<file path="src/adc_pkg.sv">
// Shared constants for the converter result and interrupt back end
package adc_pkg;

    // ------------------------------------------------------------
    // Bus and result widths
    // ------------------------------------------------------------
    localparam int ADDR_W = 4;
    localparam int DATA_W = 8;
    localparam int RAW_W  = 12;
    localparam int RES_W  = 16;

    // ------------------------------------------------------------
    // Register offsets
    // ------------------------------------------------------------
    localparam logic [3:0] OFF_FLAG1  = 4'h0;
    localparam logic [3:0] OFF_ENA1   = 4'h1;
    localparam logic [3:0] OFF_IRQCTL = 4'h2;
    localparam logic [3:0] OFF_CTL0   = 4'h3;
    localparam logic [3:0] OFF_CTL1   = 4'h4;
    localparam logic [3:0] OFF_RES_LO = 4'h5;
    localparam logic [3:0] OFF_RES_HI = 4'h6;
    localparam logic [3:0] OFF_EVT_ST = 4'h7;
    localparam logic [3:0] OFF_EVT_MK = 4'h8;

    // ------------------------------------------------------------
    // Field positions
    // ------------------------------------------------------------
    localparam int BIT_DONE_FLAG = 6;
    localparam int BIT_DONE_IE   = 6;
    localparam int BIT_GLOBAL_IE = 7;
    localparam int BIT_PERIPH_IE = 6;
    localparam int BIT_WIDTH_SEL = 7;
    localparam int BIT_FMT_SEL   = 7;
    localparam int CLKSEL_LSB    = 4;
    localparam int CLKSEL_MSB    = 6;
    localparam int EVT_DONE      = 0;
    localparam int EVT_WAKE      = 1;
    localparam int EVT_W         = 2;

    // ------------------------------------------------------------
    // Encodings and reset values
    // ------------------------------------------------------------
    localparam logic [2:0]        CLKSEL_RC   = 3'h7;
    localparam logic [7:0]        RST_BYTE    = 8'h00;
    localparam logic [EVT_W-1:0]  RST_EVT     = 2'h0;
    localparam logic [RES_W-1:0]  RST_RESULT  = 16'h0000;

endpackage : adc_pkg

</file>
<file path="src/fmt_if.sv">
// Link between the control block and the result packer
interface fmt_if;
    import adc_pkg::*;

    logic [RAW_W-1:0] raw;       // Conversion magnitude
    logic             neg;       // Result is negative
    logic             fmt_sel;   // 0 sign-magnitude, 1 two's complement
    logic             width_sel; // 0 twelve bits, 1 ten bits
    logic             load;      // Capture a new result
    logic [RES_W-1:0] result;    // Packed result pair

    modport ctrl (output raw, output neg, output fmt_sel, output width_sel,
                  output load, input result);
    modport pack (input raw, input neg, input fmt_sel, input width_sel,
                  input load, output result);
endinterface : fmt_if

</file>
<file path="src/adc_result_format_irq.sv">
// Converter back end: completion flag, interrupts, wake and result registers
//
// Operation
// - Set done flag on every conversion finish; here a finish in sleep without the RC clock is dropped
// - Request interrupt when done flag and enable
// - Done flag cleared only by software writing zero
// - Convert in sleep only with RC clock
// - Enabled completion interrupt wakes a sleeping device
// - After wake, execute instruction after sleep first
// - Both interrupt enables set: branch to service routine
// - Ten and twelve bit results, two formats
// - Format select 0 sign-magnitude, 1 two's complement
// - Sign-magnitude left-justified, sign at bit zero
// - Sign bit one means negative result
// - Two's complement right-justified, sign extended upward
//
// Chosen here: strobed register access and the register offsets.
module adc_result_format_irq
(
    input  wire logic                   ref_clk,      // System clock
    input  wire logic                   rst,          // Async reset, active high
    input  wire logic [adc_pkg::ADDR_W-1:0] addr,     // Register address
    input  wire logic [adc_pkg::DATA_W-1:0] wdata,    // Write data
    input  wire logic                   wr,           // Write strobe
    input  wire logic                   rd,           // Read strobe
    output logic [adc_pkg::DATA_W-1:0]  rdata,        // Read data, cycle after rd
    input  wire logic                   conv_done,    // Conversion finished pulse
    input  wire logic [adc_pkg::RAW_W-1:0] conv_mag,  // Conversion magnitude
    input  wire logic                   conv_neg,     // Conversion sign
    input  wire logic                   sleep_enter,  // Core executed sleep pulse
    output logic                        conv_run_en,  // Analog may convert
    output logic                        asleep,       // Device is in sleep
    output logic                        done_irq_req, // Completion interrupt request
    output logic                        wake,         // Wake pulse to core
    output logic                        wake_isr,     // Wake then vector to handler
    output logic                        wake_inline,  // Wake then continue in line
    output logic                        irq           // Masked event interrupt
);
    import adc_pkg::*;

    // ------------------------------------------------------------
    // Types and state
    // ------------------------------------------------------------
    typedef enum logic [0:0] {
        PWR_RUN   = 1'b0,
        PWR_SLEEP = 1'b1
    } pwr_e;

    pwr_e pwr_r;
    pwr_e pwr_nxt;

    logic [DATA_W-1:0] flag1_r;
    logic [DATA_W-1:0] ena1_r;
    logic [DATA_W-1:0] irqctl_r;
    logic [DATA_W-1:0] ctl0_r;
    logic [DATA_W-1:0] ctl1_r;
    logic [EVT_W-1:0]  evt_st_r;
    logic [EVT_W-1:0]  evt_mk_r;
    logic [DATA_W-1:0] rdata_r;
    logic              run_en_r;
    logic              req_r;
    logic              wake_r;
    logic              wake_isr_r;
    logic              wake_inl_r;
    logic              irq_r;

    fmt_if fp ();

    // ------------------------------------------------------------
    // Helpers
    // ------------------------------------------------------------
    // One decode shared by every register write
    function automatic logic hit(input logic [ADDR_W-1:0] a,
                                 input logic [3:0]        off);
        hit = (a == off);
    endfunction : hit

    // ------------------------------------------------------------
    // Decode
    // ------------------------------------------------------------
    wire wr_flag1  = wr && hit(addr, OFF_FLAG1);
    wire wr_ena1   = wr && hit(addr, OFF_ENA1);
    wire wr_irqctl = wr && hit(addr, OFF_IRQCTL);
    wire wr_ctl0   = wr && hit(addr, OFF_CTL0);
    wire wr_ctl1   = wr && hit(addr, OFF_CTL1);
    wire wr_evt_st = wr && hit(addr, OFF_EVT_ST);
    wire wr_evt_mk = wr && hit(addr, OFF_EVT_MK);

    // ------------------------------------------------------------
    // Conversion acceptance
    // ------------------------------------------------------------
    wire rc_clk_sel = (ctl1_r[CLKSEL_MSB:CLKSEL_LSB] == CLKSEL_RC);
    // Any clock but the RC source stops in sleep, so a late pulse is dropped
    wire may_run    = (pwr_r == PWR_RUN) || rc_clk_sel;
    wire done_acc   = conv_done && may_run;

    // Result packer inputs
    assign fp.raw       = conv_mag;
    assign fp.neg       = conv_neg;
    assign fp.fmt_sel   = ctl1_r[BIT_FMT_SEL];
    assign fp.width_sel = ctl0_r[BIT_WIDTH_SEL];
    assign fp.load      = done_acc;

    result_packer u_pack (
        .ref_clk (ref_clk),
        .rst     (rst),
        .fp      (fp)
    );

    // ------------------------------------------------------------
    // Completion flag
    // ------------------------------------------------------------
    // Set regardless of enable; only a written zero clears it, set wins
    wire done_flag = flag1_r[BIT_DONE_FLAG];
    wire flag_clr  = wr_flag1 && !wdata[BIT_DONE_FLAG];
    wire flag_nxt  = done_acc || (done_flag && !flag_clr);

    // Other bits of the flag register belong to other peripherals
    wire [DATA_W-1:0] flag1_nxt = {1'b0, flag_nxt, 6'h00};

    // ------------------------------------------------------------
    // Interrupt and wake decisions
    // ------------------------------------------------------------
    wire done_ie    = ena1_r[BIT_DONE_IE];
    wire req_nxt    = flag_nxt && done_ie;
    wire both_ie    = irqctl_r[BIT_GLOBAL_IE] && irqctl_r[BIT_PERIPH_IE];
    // Wake is taken from the live flag so a flag set before sleep still wakes
    wire wake_now   = (pwr_r == PWR_SLEEP) && done_flag && done_ie;

    // Sleep entry and wake
    always_comb begin
        pwr_nxt = pwr_r;
        unique case (pwr_r)
            PWR_RUN: begin
                if (sleep_enter) begin
                    pwr_nxt = PWR_SLEEP;
                end
            end
            PWR_SLEEP: begin
                if (wake_now) begin
                    pwr_nxt = PWR_RUN;
                end
            end
        endcase
    end

    // ------------------------------------------------------------
    // Event status, mask and interrupt line
    // ------------------------------------------------------------
    wire [EVT_W-1:0] evt_set = {wake_now, done_acc};
    wire [EVT_W-1:0] evt_clr = wr_evt_st ? wdata[EVT_W-1:0] : RST_EVT;
    // Write one to clear, but a same-cycle event survives
    wire [EVT_W-1:0] evt_nxt = evt_set | (evt_st_r & ~evt_clr);
    wire             irq_nxt = |(evt_nxt & evt_mk_r);

    // ------------------------------------------------------------
    // Read mux
    // ------------------------------------------------------------
    logic [DATA_W-1:0] rd_mux;
    always_comb begin
        rd_mux = RST_BYTE;
        unique case (addr)
            OFF_FLAG1:  rd_mux = flag1_r;
            OFF_ENA1:   rd_mux = ena1_r;
            OFF_IRQCTL: rd_mux = irqctl_r;
            OFF_CTL0:   rd_mux = ctl0_r;
            OFF_CTL1:   rd_mux = ctl1_r;
            OFF_RES_LO: rd_mux = fp.result[7:0];
            OFF_RES_HI: rd_mux = fp.result[15:8];
            OFF_EVT_ST: rd_mux = {6'h00, evt_st_r};
            OFF_EVT_MK: rd_mux = {6'h00, evt_mk_r};
            default:    rd_mux = RST_BYTE;
        endcase
    end

    // ------------------------------------------------------------
    // Software registers
    // ------------------------------------------------------------
    // Completion enable; other bits are stored so software reads them back
    always_ff @(posedge ref_clk or posedge rst) begin
        if (rst) begin
            ena1_r <= RST_BYTE;
        end else if (wr_ena1) begin
            ena1_r <= wdata;
        end
    end

    // Global and peripheral enables; either one cleared gives an in-line resume
    always_ff @(posedge ref_clk or posedge rst) begin
        if (rst) begin
            irqctl_r <= RST_BYTE;
        end else if (wr_irqctl) begin
            irqctl_r <= wdata;
        end
    end

    // Width select lives in control 0
    always_ff @(posedge ref_clk or posedge rst) begin
        if (rst) begin
            ctl0_r <= RST_BYTE;
        end else if (wr_ctl0) begin
            ctl0_r <= wdata;
        end
    end

    // Format and clock select; a new clock choice governs the next pulse
    always_ff @(posedge ref_clk or posedge rst) begin
        if (rst) begin
            ctl1_r <= RST_BYTE;
        end else if (wr_ctl1) begin
            ctl1_r <= wdata;
        end
    end

    // Only the implemented event bits are kept in the mask
    always_ff @(posedge ref_clk or posedge rst) begin
        if (rst) begin
            evt_mk_r <= RST_EVT;
        end else if (wr_evt_mk) begin
            evt_mk_r <= wdata[EVT_W-1:0];
        end
    end

    // Completion flag; hardware sets, only software clears
    always_ff @(posedge ref_clk or posedge rst) begin
        if (rst) begin
            flag1_r <= RST_BYTE;
        end else begin
            flag1_r <= flag1_nxt;
        end
    end

    // Event status, write one to clear
    always_ff @(posedge ref_clk or posedge rst) begin
        if (rst) begin
            evt_st_r <= RST_EVT;
        end else begin
            evt_st_r <= evt_nxt;
        end
    end

    // Power state
    always_ff @(posedge ref_clk or posedge rst) begin
        if (rst) begin
            pwr_r <= PWR_RUN;
        end else begin
            pwr_r <= pwr_nxt;
        end
    end

    // Zero outside the read cycle, so several slaves may share one bus
    always_ff @(posedge ref_clk or posedge rst) begin
        if (rst) begin
            rdata_r <= RST_BYTE;
        end else begin
            rdata_r <= rd ? rd_mux : RST_BYTE;
        end
    end

    // Converter stays alive in sleep only on its own RC clock
    always_ff @(posedge ref_clk or posedge rst) begin
        if (rst) begin
            run_en_r <= 1'b1;
        end else begin
            run_en_r <= (pwr_nxt == PWR_RUN) || rc_clk_sel;
        end
    end

    // Completion request level toward the interrupt logic
    always_ff @(posedge ref_clk or posedge rst) begin
        if (rst) begin
            req_r <= 1'b0;
        end else begin
            req_r <= req_nxt;
        end
    end

    // Wake and its two flavours, exclusive because both_ie is one bit
    always_ff @(posedge ref_clk or posedge rst) begin
        if (rst) begin
            wake_r     <= 1'b0;
            wake_isr_r <= 1'b0;
            wake_inl_r <= 1'b0;
        end else begin
            wake_r     <= wake_now;
            wake_isr_r <= wake_now && both_ie;
            wake_inl_r <= wake_now && !both_ie;
        end
    end

    // Masked event interrupt line
    always_ff @(posedge ref_clk or posedge rst) begin
        if (rst) begin
            irq_r <= 1'b0;
        end else begin
            irq_r <= irq_nxt;
        end
    end

    // ------------------------------------------------------------
    // Output drive
    // ------------------------------------------------------------
    assign rdata        = rdata_r;
    assign conv_run_en  = run_en_r;
    assign asleep       = pwr_r;
    assign done_irq_req = req_r;
    assign wake         = wake_r;
    assign wake_isr     = wake_isr_r;
    assign wake_inline  = wake_inl_r;
    assign irq          = irq_r;

endmodule : adc_result_format_irq

</file>
<file path="src/result_packer.sv">
// Packs a magnitude and sign into the 16-bit result pair
module result_packer
    import adc_pkg::*;
(
    input  wire logic ref_clk, // System clock
    input  wire logic rst,     // Async reset, active high
    fmt_if.pack       fp       // Packing request and result
);

    // ------------------------------------------------------------
    // Format arithmetic
    // ------------------------------------------------------------
    // Magnitude for the chosen width; ten-bit results use the low bits
    wire [11:0] mag12 = fp.raw;
    wire [9:0]  mag10 = fp.raw[9:0];
    // Signed values one bit wider than the magnitude so full scale fits
    wire [12:0] tc12  = fp.neg ? 13'(~{1'b0, mag12} + 13'h0001) : {1'b0, mag12};
    wire [10:0] tc10  = fp.neg ? 11'(~{1'b0, mag10} + 11'h001) : {1'b0, mag10};

    // Left-justified magnitude, zero fill, sign in bit 0
    wire [RES_W-1:0] sm12 = {mag12, 3'h0, fp.neg};
    wire [RES_W-1:0] sm10 = {mag10, 5'h00, fp.neg};
    // Right-justified, sign copied into unused upper bits
    wire [RES_W-1:0] tx12 = {{3{tc12[12]}}, tc12};
    wire [RES_W-1:0] tx10 = {{5{tc10[10]}}, tc10};

    wire [RES_W-1:0] sm_sel  = fp.width_sel ? sm10 : sm12;
    wire [RES_W-1:0] tc_sel  = fp.width_sel ? tx10 : tx12;
    wire [RES_W-1:0] packed_v = fp.fmt_sel ? tc_sel : sm_sel;

    // ------------------------------------------------------------
    // Result register
    // ------------------------------------------------------------
    // Both bytes change in one edge, so a pair is torn only by a load between the two byte reads
    logic [RES_W-1:0] result_r;
    always_ff @(posedge ref_clk or posedge rst) begin
        if (rst) begin
            result_r <= RST_RESULT;
        end else if (fp.load) begin
            result_r <= packed_v;
        end
    end

    assign fp.result = result_r;

endmodule : result_packer

</file>
<file path="config.mk">
export PLATFORM = sky130hd
export DESIGN_NAME = adc_result_format_irq
export DESIGN_NICKNAME = d
export VERILOG_FILES = /design/src/adc_pkg.sv /design/src/fmt_if.sv /design/src/adc_result_format_irq.sv /design/src/result_packer.sv
export SDC_FILE = /design/constraint.sdc
export NUM_CORES = 1
export LEC_CHECK = 0
export BUFFER_PORTS_ARGS = -buffer_cell sky130_fd_sc_hd__buf_2
export CORE_MARGIN = 1
export CORE_UTILIZATION = 45
export CTS_BUF_LIST = sky130_fd_sc_hd__clkbuf_8
export DETAILED_ROUTE_END_ITERATION = 10
export PLACE_DENSITY_LB_ADDON = 0.2
export SETUP_SLACK_MARGIN = 0.1
export SLEW_MARGIN = 10
export SYNTH_ARGS = -nofsm -noshare
export SYNTH_HDL_FRONTEND = slang
export SYNTH_HIERARCHICAL = 1
export SYNTH_SLANG_ARGS = --single-unit
</file>
<file path="constraint.sdc">
create_clock -name ref_clk -period 3.5 [get_ports ref_clk]
set_input_delay 0.175 -clock ref_clk [delete_from_list [all_inputs] [get_ports ref_clk]]
set_output_delay 0.175 -clock ref_clk [all_outputs]
set_load 0.1 [all_outputs]
</file>
# After elaboration in Yosys (flattened, before gate mapping)
# Index checks and enable logic that the tools add are counted.
op_classes:
  n_addsub: 2
  mul: 0
  div: 0
  order_cmp: 0
  n_eq_ne: 9
  n_shift: 0
  mux: 11
  n_bitwise: 8
  n_reduce_logical: 24
ops:
  columns: ["operator", "n"]
  rows:
  - ["$pmux 8 s9", 1]
  - ["$mux 16", 3]
  - ["$eq 4x3->1 const B", 4]
  - ["$logic_and 1x1->1", 16]
  - ["$add 13x1->13 const B", 1]
  - ["$mux 13", 1]
  - ["$not 12->13", 1]
  - ["$add 11x1->11 const B", 1]
  - ["$mux 11", 1]
  - ["$not 10->11", 1]
  - ["$eq 4x2->1 const B", 2]
  - ["$mux 8", 1]
  - ["$and 2x2->2", 2]
  - ["$eq 4x1->1 const B", 1]
  - ["$eq 4x4->1 const B", 1]
  - ["$logic_not 4->1", 1]
  - ["$eq 3x3->1 const B", 1]
  - ["$logic_not 1->1", 3]
  - ["$logic_or 1x1->1", 3]
  - ["$mux 1", 2]
  - ["$mux 2", 1]
  - ["$not 1->1", 2]
  - ["$not 2->2", 1]
  - ["$or 2x2->2", 1]
  - ["2 further kinds", 2]
totals:
  reg_bits: 68
  latchBits: 0
  ram_bits: 0
  mem_bits_ro: 0
  inputBits: 31
  out_inout_bits: 15
  elab_cells: 70
  n_memories: 0

# Logic depth before layout (Yosys ltp)
# Gate-level depths: netlist (run 1).
logic_depth:
  word_depth: 8
  depth_mapped: 6
  depth_no_buf: 6

# By module
# Netlist (run 1), hierarchy kept.
by_module_without_submodules:
  columns: ["module", "instances", "cells_per_inst", "area_each_um2"]
  rows:
  - ["adc_result_format_irq", 1, 198, 2442.3]
  - ["result_packer", 1, 118, 1087.3]

# Least setup slack after synthesis (run 1)
# No wires, ideal clock.
synth_timing:
  path_type: "register to register"
  start: "register pwr_r (netlist: asleep)"
  end: "register u_pack.result_r[14] (netlist: u_pack/fp.result[14])"
  setup_time_ps: 124
  arrival_ps: 2073
  required_ps: 3376
  slack_ps: 1303
  path_stages_with_launch: 6
  n_path_buf: 0
  cell_sequence: "dfrtp_1 -> a21boi_0 -> nand2_1 -> nor2_1 -> o21a_2 -> a211o_1"
synth_via:
  elab_chain_cells: 3
synth_lines:
  columns: ["item", "line", "text"]
  rows:
  - ["start, declared", "adc_result_format_irq.sv:49", "pwr_e pwr_r;"]
  - ["start signal, assigned", "adc_result_format_irq.sv:247", "pwr_r <= pwr_nxt;"]
  - ["$not 1->1", null, null]
  - ["$logic_or 1x1->1", "adc_result_format_irq.sv:94", "wire may_run = (pwr_r == PWR_RUN) || rc_clk_sel;"]
  - ["$logic_and 1x1->1", "adc_result_format_irq.sv:95", "wire done_acc = conv_done && may_run;"]
  - ["net done_acc", "adc_result_format_irq.sv:95", null]
  - ["end signal, assigned", "result_packer.sv:40", "result_r <= packed_v;"]
  - ["end, declared", "result_packer.sv:35", "logic [RES_W-1:0] result_r;"]
# The timed path passes the listed nets, and every way through them passes these cells.
# A chain may end at the register's enable or synchronous reset.

# Worst setup path after layout (run 1)
layout_timing:
  start: "register ctl1_r[4]"
  end: "register u_pack.result_r[5] (netlist: u_pack/fp.result[5])"
layout_via:
  elab_chain_cells: 3
layout_lines:
  columns: ["item", "line", "text"]
  rows:
  - ["start, declared", "adc_result_format_irq.sv:56", "logic [DATA_W-1:0] ctl1_r;"]
  - ["start signal, assigned", "adc_result_format_irq.sv:211", "ctl1_r <= wdata;"]
  - ["$eq 3x3->1", "adc_result_format_irq.sv:92", "wire rc_clk_sel = (ctl1_r[CLKSEL_MSB:CLKSEL_LSB] == CLKSEL_RC);"]
  - ["$logic_or 1x1->1", "adc_result_format_irq.sv:94", null]
  - ["$logic_and 1x1->1", "adc_result_format_irq.sv:95", null]
  - ["net done_acc", "adc_result_format_irq.sv:95", null]
# The timed path passes the listed nets, and every way through them passes these cells.

==> results of run 1 <==
[cell usage in the layout, fill, tap and decap left out, types with 7 or more instances in the layout]
master	Yosys	layout
mux2_2	41	41
mux2i_1	10	10
nand3b_1	12	12
nand2_1	8	8
o21ai_0	8	8
nor2_1	17	17
buf_2	9	45
a21oi_1	21	21
clkbuf_8	0	11
a22o_1	7	7
dfrtp_1	67	67
[critical path, cell delays in order, from the launching register on]
cell and delay, ps:
dfrtp_1 420, nand3_1 170, a21boi_1 170, buf_4 240, inv_1 270, nor4_1 360, a21oi_1 60, o21ai_0 100
[final cells by class]
type	instances	area (um^2)
inverter	8	30.03
sequential	68	1703
clock inverter	5	107.6
multi-input combinational	221	1703
clock buffer	11	151.4
timing repair buffer	48	250.2
tap	99	123.9
fill	654	3339
[flip-flops by register name, indices dropped and copies added (netlist names)]
name / count
u_pack/fp.result: 16
ctl0_r: 8
ctl1_r: 8
ena1_r: 8
irqctl_r: 8
rdata: 8
evt_mk_r: 2
evt_st_r: 2
asleep: 1
conv_run_en: 1
done_irq_req: 1
flag1_r: 1
irq: 1
wake: 1
wake_inline: 1
wake_isr: 1
[timing repair]
item                      CTS  global route
hold endpoints to repair   16             0
hold buffers                1             0
resized for setup           0             0
[cell usage after synthesis (3+ instances only)]
cell type	instances
a221o_1	3
nand2_1	8
o2bb2ai_1	5
nand2b_1	3
a21boi_0	3
nand3_2	4
mux2_2	41
nand3b_1	12
buf_4	3
a22o_1	7
nand3_1	6
clkbuf_1	6
buf_2	9
mux2i_1	10
a22oi_1	5
and3_1	4
nor3_1	3
xnor2_1	6
a221oi_1	3
a21o_1	5
a21oi_1	21
nor3b_1	5
a31oi_1	5
nor2b_1	3
dfrtp_1	67
nor2_1	17
inv_1	7
o21ai_0	8
[worst paths after layout]
| kind | start | slack, ps | to | depth (start not counted) |
|---|---|---|---|---|
| setup / recovery | ctl1_r[4] | 1610 | u_pack/fp.result[5] | 7 |
| min in group asynchronous | rst | 460 | u_pack/fp.result[11] | 3 |
| setup reg to reg | ctl1_r[4] | 1610 | u_pack/fp.result[5] | 7 |
| max in group asynchronous | rst | 2240 | evt_mk_r[1] | 4 |
| hold reg to reg | irqctl_r[0] | 510 | irqctl_r[0] | 1 |
| hold / removal | sleep_enter | 90 | asleep | 3 |
[through the flow]
stage	total power [mW]	utilization (%)
final	2.772	54.92
after global routing	2.906	54.92
after CTS	2.786	54.92
after detailed placement	1.963	51.29
after global placement	1.946	51.29
after floorplan	1.758	-
[cell families (layout without fill, tap and decap cells)]
group,Yosys count,after routing
simple gates,82,82
flops,68,68
compound gates,81,81
fa+ha+maj,1,1
buf+inv,27,72
xor+xnor,6,6
mux,51,51
[power by group]
part | switching, mW | total, mW | internal, mW | leakage (nW)
sequential | 0.170 | 1.17 | 1.00 | 0.836
combinational | 0.493 | 0.778 | 0.284 | 0.809
clock | 0.306 | 0.820 | 0.514 | 0.130
total | 0.969 | 2.77 | 1.80 | 1.77
[per-layer routing]
layer	routed length (um)	up-vias	global-route usage, %	part of all wire (%)
li1	-	1262	-	-
met1	3969	1323	31.12	46
met2	4020	73	34.72	47
met3	409	13	5.219	4.8
met4	138	0	7.392	1.6
met5	0	-	0	0
==> qor.csv, run 1 <==
metric,value,unit
status,"finished, final reports clean",
final_cells,460,
num_vias,2671,
start_kind,flip-flop,
ir_drop,0.3754,mV
insertedDiodeCount,0,
die-height,90.57,um
initial_core_util,47.64,%
root_buffer,clkbuf_8,
wirelength,8537,um
antenna_found_initial,0,
grt_overflow,0,
postSynthAreaPerCell,11.17,um^2
syn_nets,348,
rsz0062_at_grt,no,
post-route-period-util,53.92,%
port_buffers,45,
final_max_slew_viol_count,0,
synth_top_family_by_area,compound AO/OA/AOI/OAI gates,
antenna_left,0,
timing.hold.ws,90.50,ps
synth_edf_count,0,
hp-class,primary input to flip-flop,
slew-limit-headroom,38.14,%
die_area,8202,um^2
netlist.area_leader.share,47.50,%
grt_pass1_wl,14080,um
fin_nets,388,
cts_buffers,9,
critPathRequiredTime,3760,ps
synth_flop_cell,dfrtp_1,
h-tree-depth,3,
netlist_area,3530,um^2
min_period,1887,ps
place_area,3800,um^2
routabilityCongestion,0.8566,
p_per_area,681.3,nW/um^2
synth_fa_ha_area_share,0.3545,%
synth_compound_area_share,15.99,%
timing.fmax,529.9,MHz
hold_violations,0,
clock_latency,350,ps
yosysUniqueCellTypes,56,
io_pins,46,
cts_tree,built,
synth_simple_gate_area_share,14.50,%
timing.final.ws_setup,1613,ps
placed_cells,443,
area_delta_synth_final,15.28,%
rows,31,
clkTransAtPathRegs,80,ps
leakagePower,1.774,nW
cts_setup_buffers,0,
clk_path_buf_depth,2,
coreArea,7408,um^2
layout-drive-gt1-share,32.13,%
wl_per_cell,18.56,um
gr-usage-all-layers,22.46,%
first_iter_violations,199,
yosys_warnings,6,
final.setup.tns,0,ps
fin_area,4069,um^2
fp.dieW,90.57,um
dp_hpwl,6043,um
critPathKind,flip-flop to flip-flop,
skew,5.865,ps
yosysSeqAreaShare,48.25,%
ys_seq_elements,68,
cts_sinks,68,
path_max_fanout,16,
max_cap_violations,0,
setup_viol,0,
synth_top_area_cell,dfrtp_1,
syn_inst,316,
pre_cts_slack,1500,ps
grt_pass1_vias,2677,
route.detailed.drc,0,
synthArstFlopShare,100.0,%
worst_pin_slew,926.6,ps
yosys-top-cells-area,"dfrtp_1 (48%), mux2_2 (13%), a21oi_1 (3.0%)",
synth-xor-area-share,1.489,%
dr.pass1.iters,4,
end_kind,flip-flop,
synth_mux_area_share,15.92,%
grt_max_degree,44,
via_per_inst,5.807,
worstPathArrival,2150,ps
Note: power is estimated with default switching activity, not from simulation.
==> run 2, diff against run 1 <==
- clock period: 3.5 -> 1.63 ns (I/O delays scaled with it)
==> qor.csv, run 2 (synthesis results as in run 1) <==
metric,value,unit,change
status,"finished, final reports clean",,
grt_max_degree,23,,-48%
cts_tree,built,,
fin_nets,417,,+7.5%
grt_pass1_vias,2748,,+2.7%
slowest_stage,dfrtp_1,,
n_fill_cell,647,,-1.1%
dp_hpwl,6451,um,+6.8%
dr.pass1.iters,5,,+1
r2r_start,ctl1_r[4],,
hold_path.startpoint,wdata[3],,
h-tree-depth,3,,unchanged
timing.final.ws_setup,138.5,ps,-1474 ps
pre_cts_slack,-28.26,ps,-1528 ps
wl_per_cell,18.30,um,-1.4%
gr-usage-all-layers,23.29,%,+0.83 points
critPathKind,flip-flop to flip-flop,,
layout-drive-gt1-share,39.74,%,+7.6 points
initial_core_util,47.64,%,unchanged
largest_register_ffs,16,,unchanged
via_per_inst,5.834,,+0.48%
final_util,58.08,%,+3.2 points
rows,31,,unchanged
hold_path_end,irqctl_r[3],,
end_kind,flip-flop,,
port_buffers,45,,unchanged
min_period,1491,ps,-395.7 ps
clkTransAtPathRegs,70,ps,about the same
clk_path_buf_depth,2,,unchanged
p_per_area,1352,nW/um^2,+98%
ir_drop,0.6913,mV,+84%
leakagePower,1.908,nW,+7.5%
cpLargestDelayFamily,compound AO/OA/AOI/OAI gates,,
reg2reg_slack,140,ps,-1470 ps
layout_commonest_cell,dfrtp_1,,
cts_sinks,68,,unchanged
num_vias,2853,,+6.8%
route.detailed.drc,0,,unchanged
crit_path_cell_trace,nand3_2 -> a21boi_4 -> buf_6 -> buf_12 -> o211ai_1 -> mux2i_1 -> a211o_1,,
timing.fmax,670.5,MHz,+27%
fp.dieW,90.57,um,unchanged
r2r_end,u_pack/fp.result[8],,
antenna_left,0,,unchanged
worst_pin_slew,649.4,ps,-277.2 ps
hp-class,primary input to flip-flop,,
cts_buffers,9,,unchanged
clock_latency,340,ps,about the same
start_kind,flip-flop,,
antenna_found_initial,0,,unchanged
skew,10.74,ps,+4.871 ps
die-height,90.57,um,unchanged
insertedDiodeCount,0,,unchanged
area_delta_synth_final,21.91,%,
setup_viol,0,,unchanged
power,5.816,mW,+110%
path_buf_inv,2,,unchanged
max_cap_violations,0,,unchanged
rsz0062_at_grt,yes,,
path_max_fanout,8,,-8
grt_overflow,0,,unchanged
io_pins,46,,unchanged
die_area,8202,um^2,unchanged
routabilityCongestion,0.9012,,+5.2%
hold_path_depth,2,,-1
r2r.worst_path.cells,7,,unchanged
critPathRequiredTime,1910,ps,-1850 ps
worst_path_largest_cell_delay,410,ps,about the same
post-route-period-util,91.50,%,+38 points
first_iter_violations,170,,-15%
hold_violations,0,,unchanged
worstPathArrival,1770,ps,-380 ps
wirelength,8947,um,+4.8%
coreArea,7408,um^2,unchanged
root_buffer,clkbuf_8,,
most-common-layout-cells,"dfrtp_1 (66), buf_2 (45), mux2_2 (41)",,
grt_pass1_wl,14720,um,+4.6%
slew-limit-headroom,56.66,%,+19 points
final_max_slew_viol_count,0,,unchanged
run 2: what timing repair did:
action | in CTS | in global routing
hold buffers | 2 | 0
gates resized for setup | 2 | 7
setup buffers | 3 | 4
pin swaps | 1 | 4
hold endpoints to repair | 36 | 0
endpoints found under the setup margin | 5 | 8
run 2: final cells by class:
type	instances	area, um^2	area share (%)
multi-input combinational	221	1753	40.74
clock buffer	11	151.4	3.518
sequential	68	1704	39.60
clock inverter	5	51.30	1.192
timing repair buffer	77	486.7	11.31
tap	99	123.9	2.879
inverter	8	32.53	0.7560
run 2: worst max-delay path by stage:
stage	cells after the start	slack (ps)	endpoint	from
after floorplan	4	70	u_pack/fp.result[13]	asleep
after global placement	7	20	u_pack/fp.result[11]	ctl1_r[4]
after detailed placement	7	-30	u_pack/fp.result[11]	ctl1_r[4]
after CTS	6	110	u_pack/fp.result[5]	ctl1_r[4]
after global routing	6	70	u_pack/fp.result[11]	ctl1_r[4]
final	7	140	u_pack/fp.result[8]	ctl1_r[4]
run 2: stage by stage:
stage / cells / hold slack (ps) / area (um^2) / setup TNS [ps]
after floorplan: 316 / -4.761 / 3565 / 0
final: 489 / 15.78 / 4303 / 0
after detailed placement: 464 / 133.4 / 3976 / -28.26
after global routing: 489 / 9.651 / 4303 / 0
after CTS: 485 / 7.110 / 4243 / 0
after global placement: 464 / 117.4 / 3976 / 0
run 2: per-layer routing:
metal,wire [um],part of all wire (%),vias up,track usage (%)
met5,0,0,-,0
met4,82,0.92,0,5.242
met3,564,6.3,9,4.882
met2,4171,47,109,34.53
met1,4128,46,1413,34.78
li1,-,-,1322,-
run 2: where the power goes:
group | total, mW | leakage [nW] | internal [mW] | switching (mW)
clock network | 1.40 | 0.107 | 0.779 | 0.618
registers | 2.49 | 0.835 | 2.16 | 0.333
logic | 1.93 | 0.967 | 0.762 | 1.16
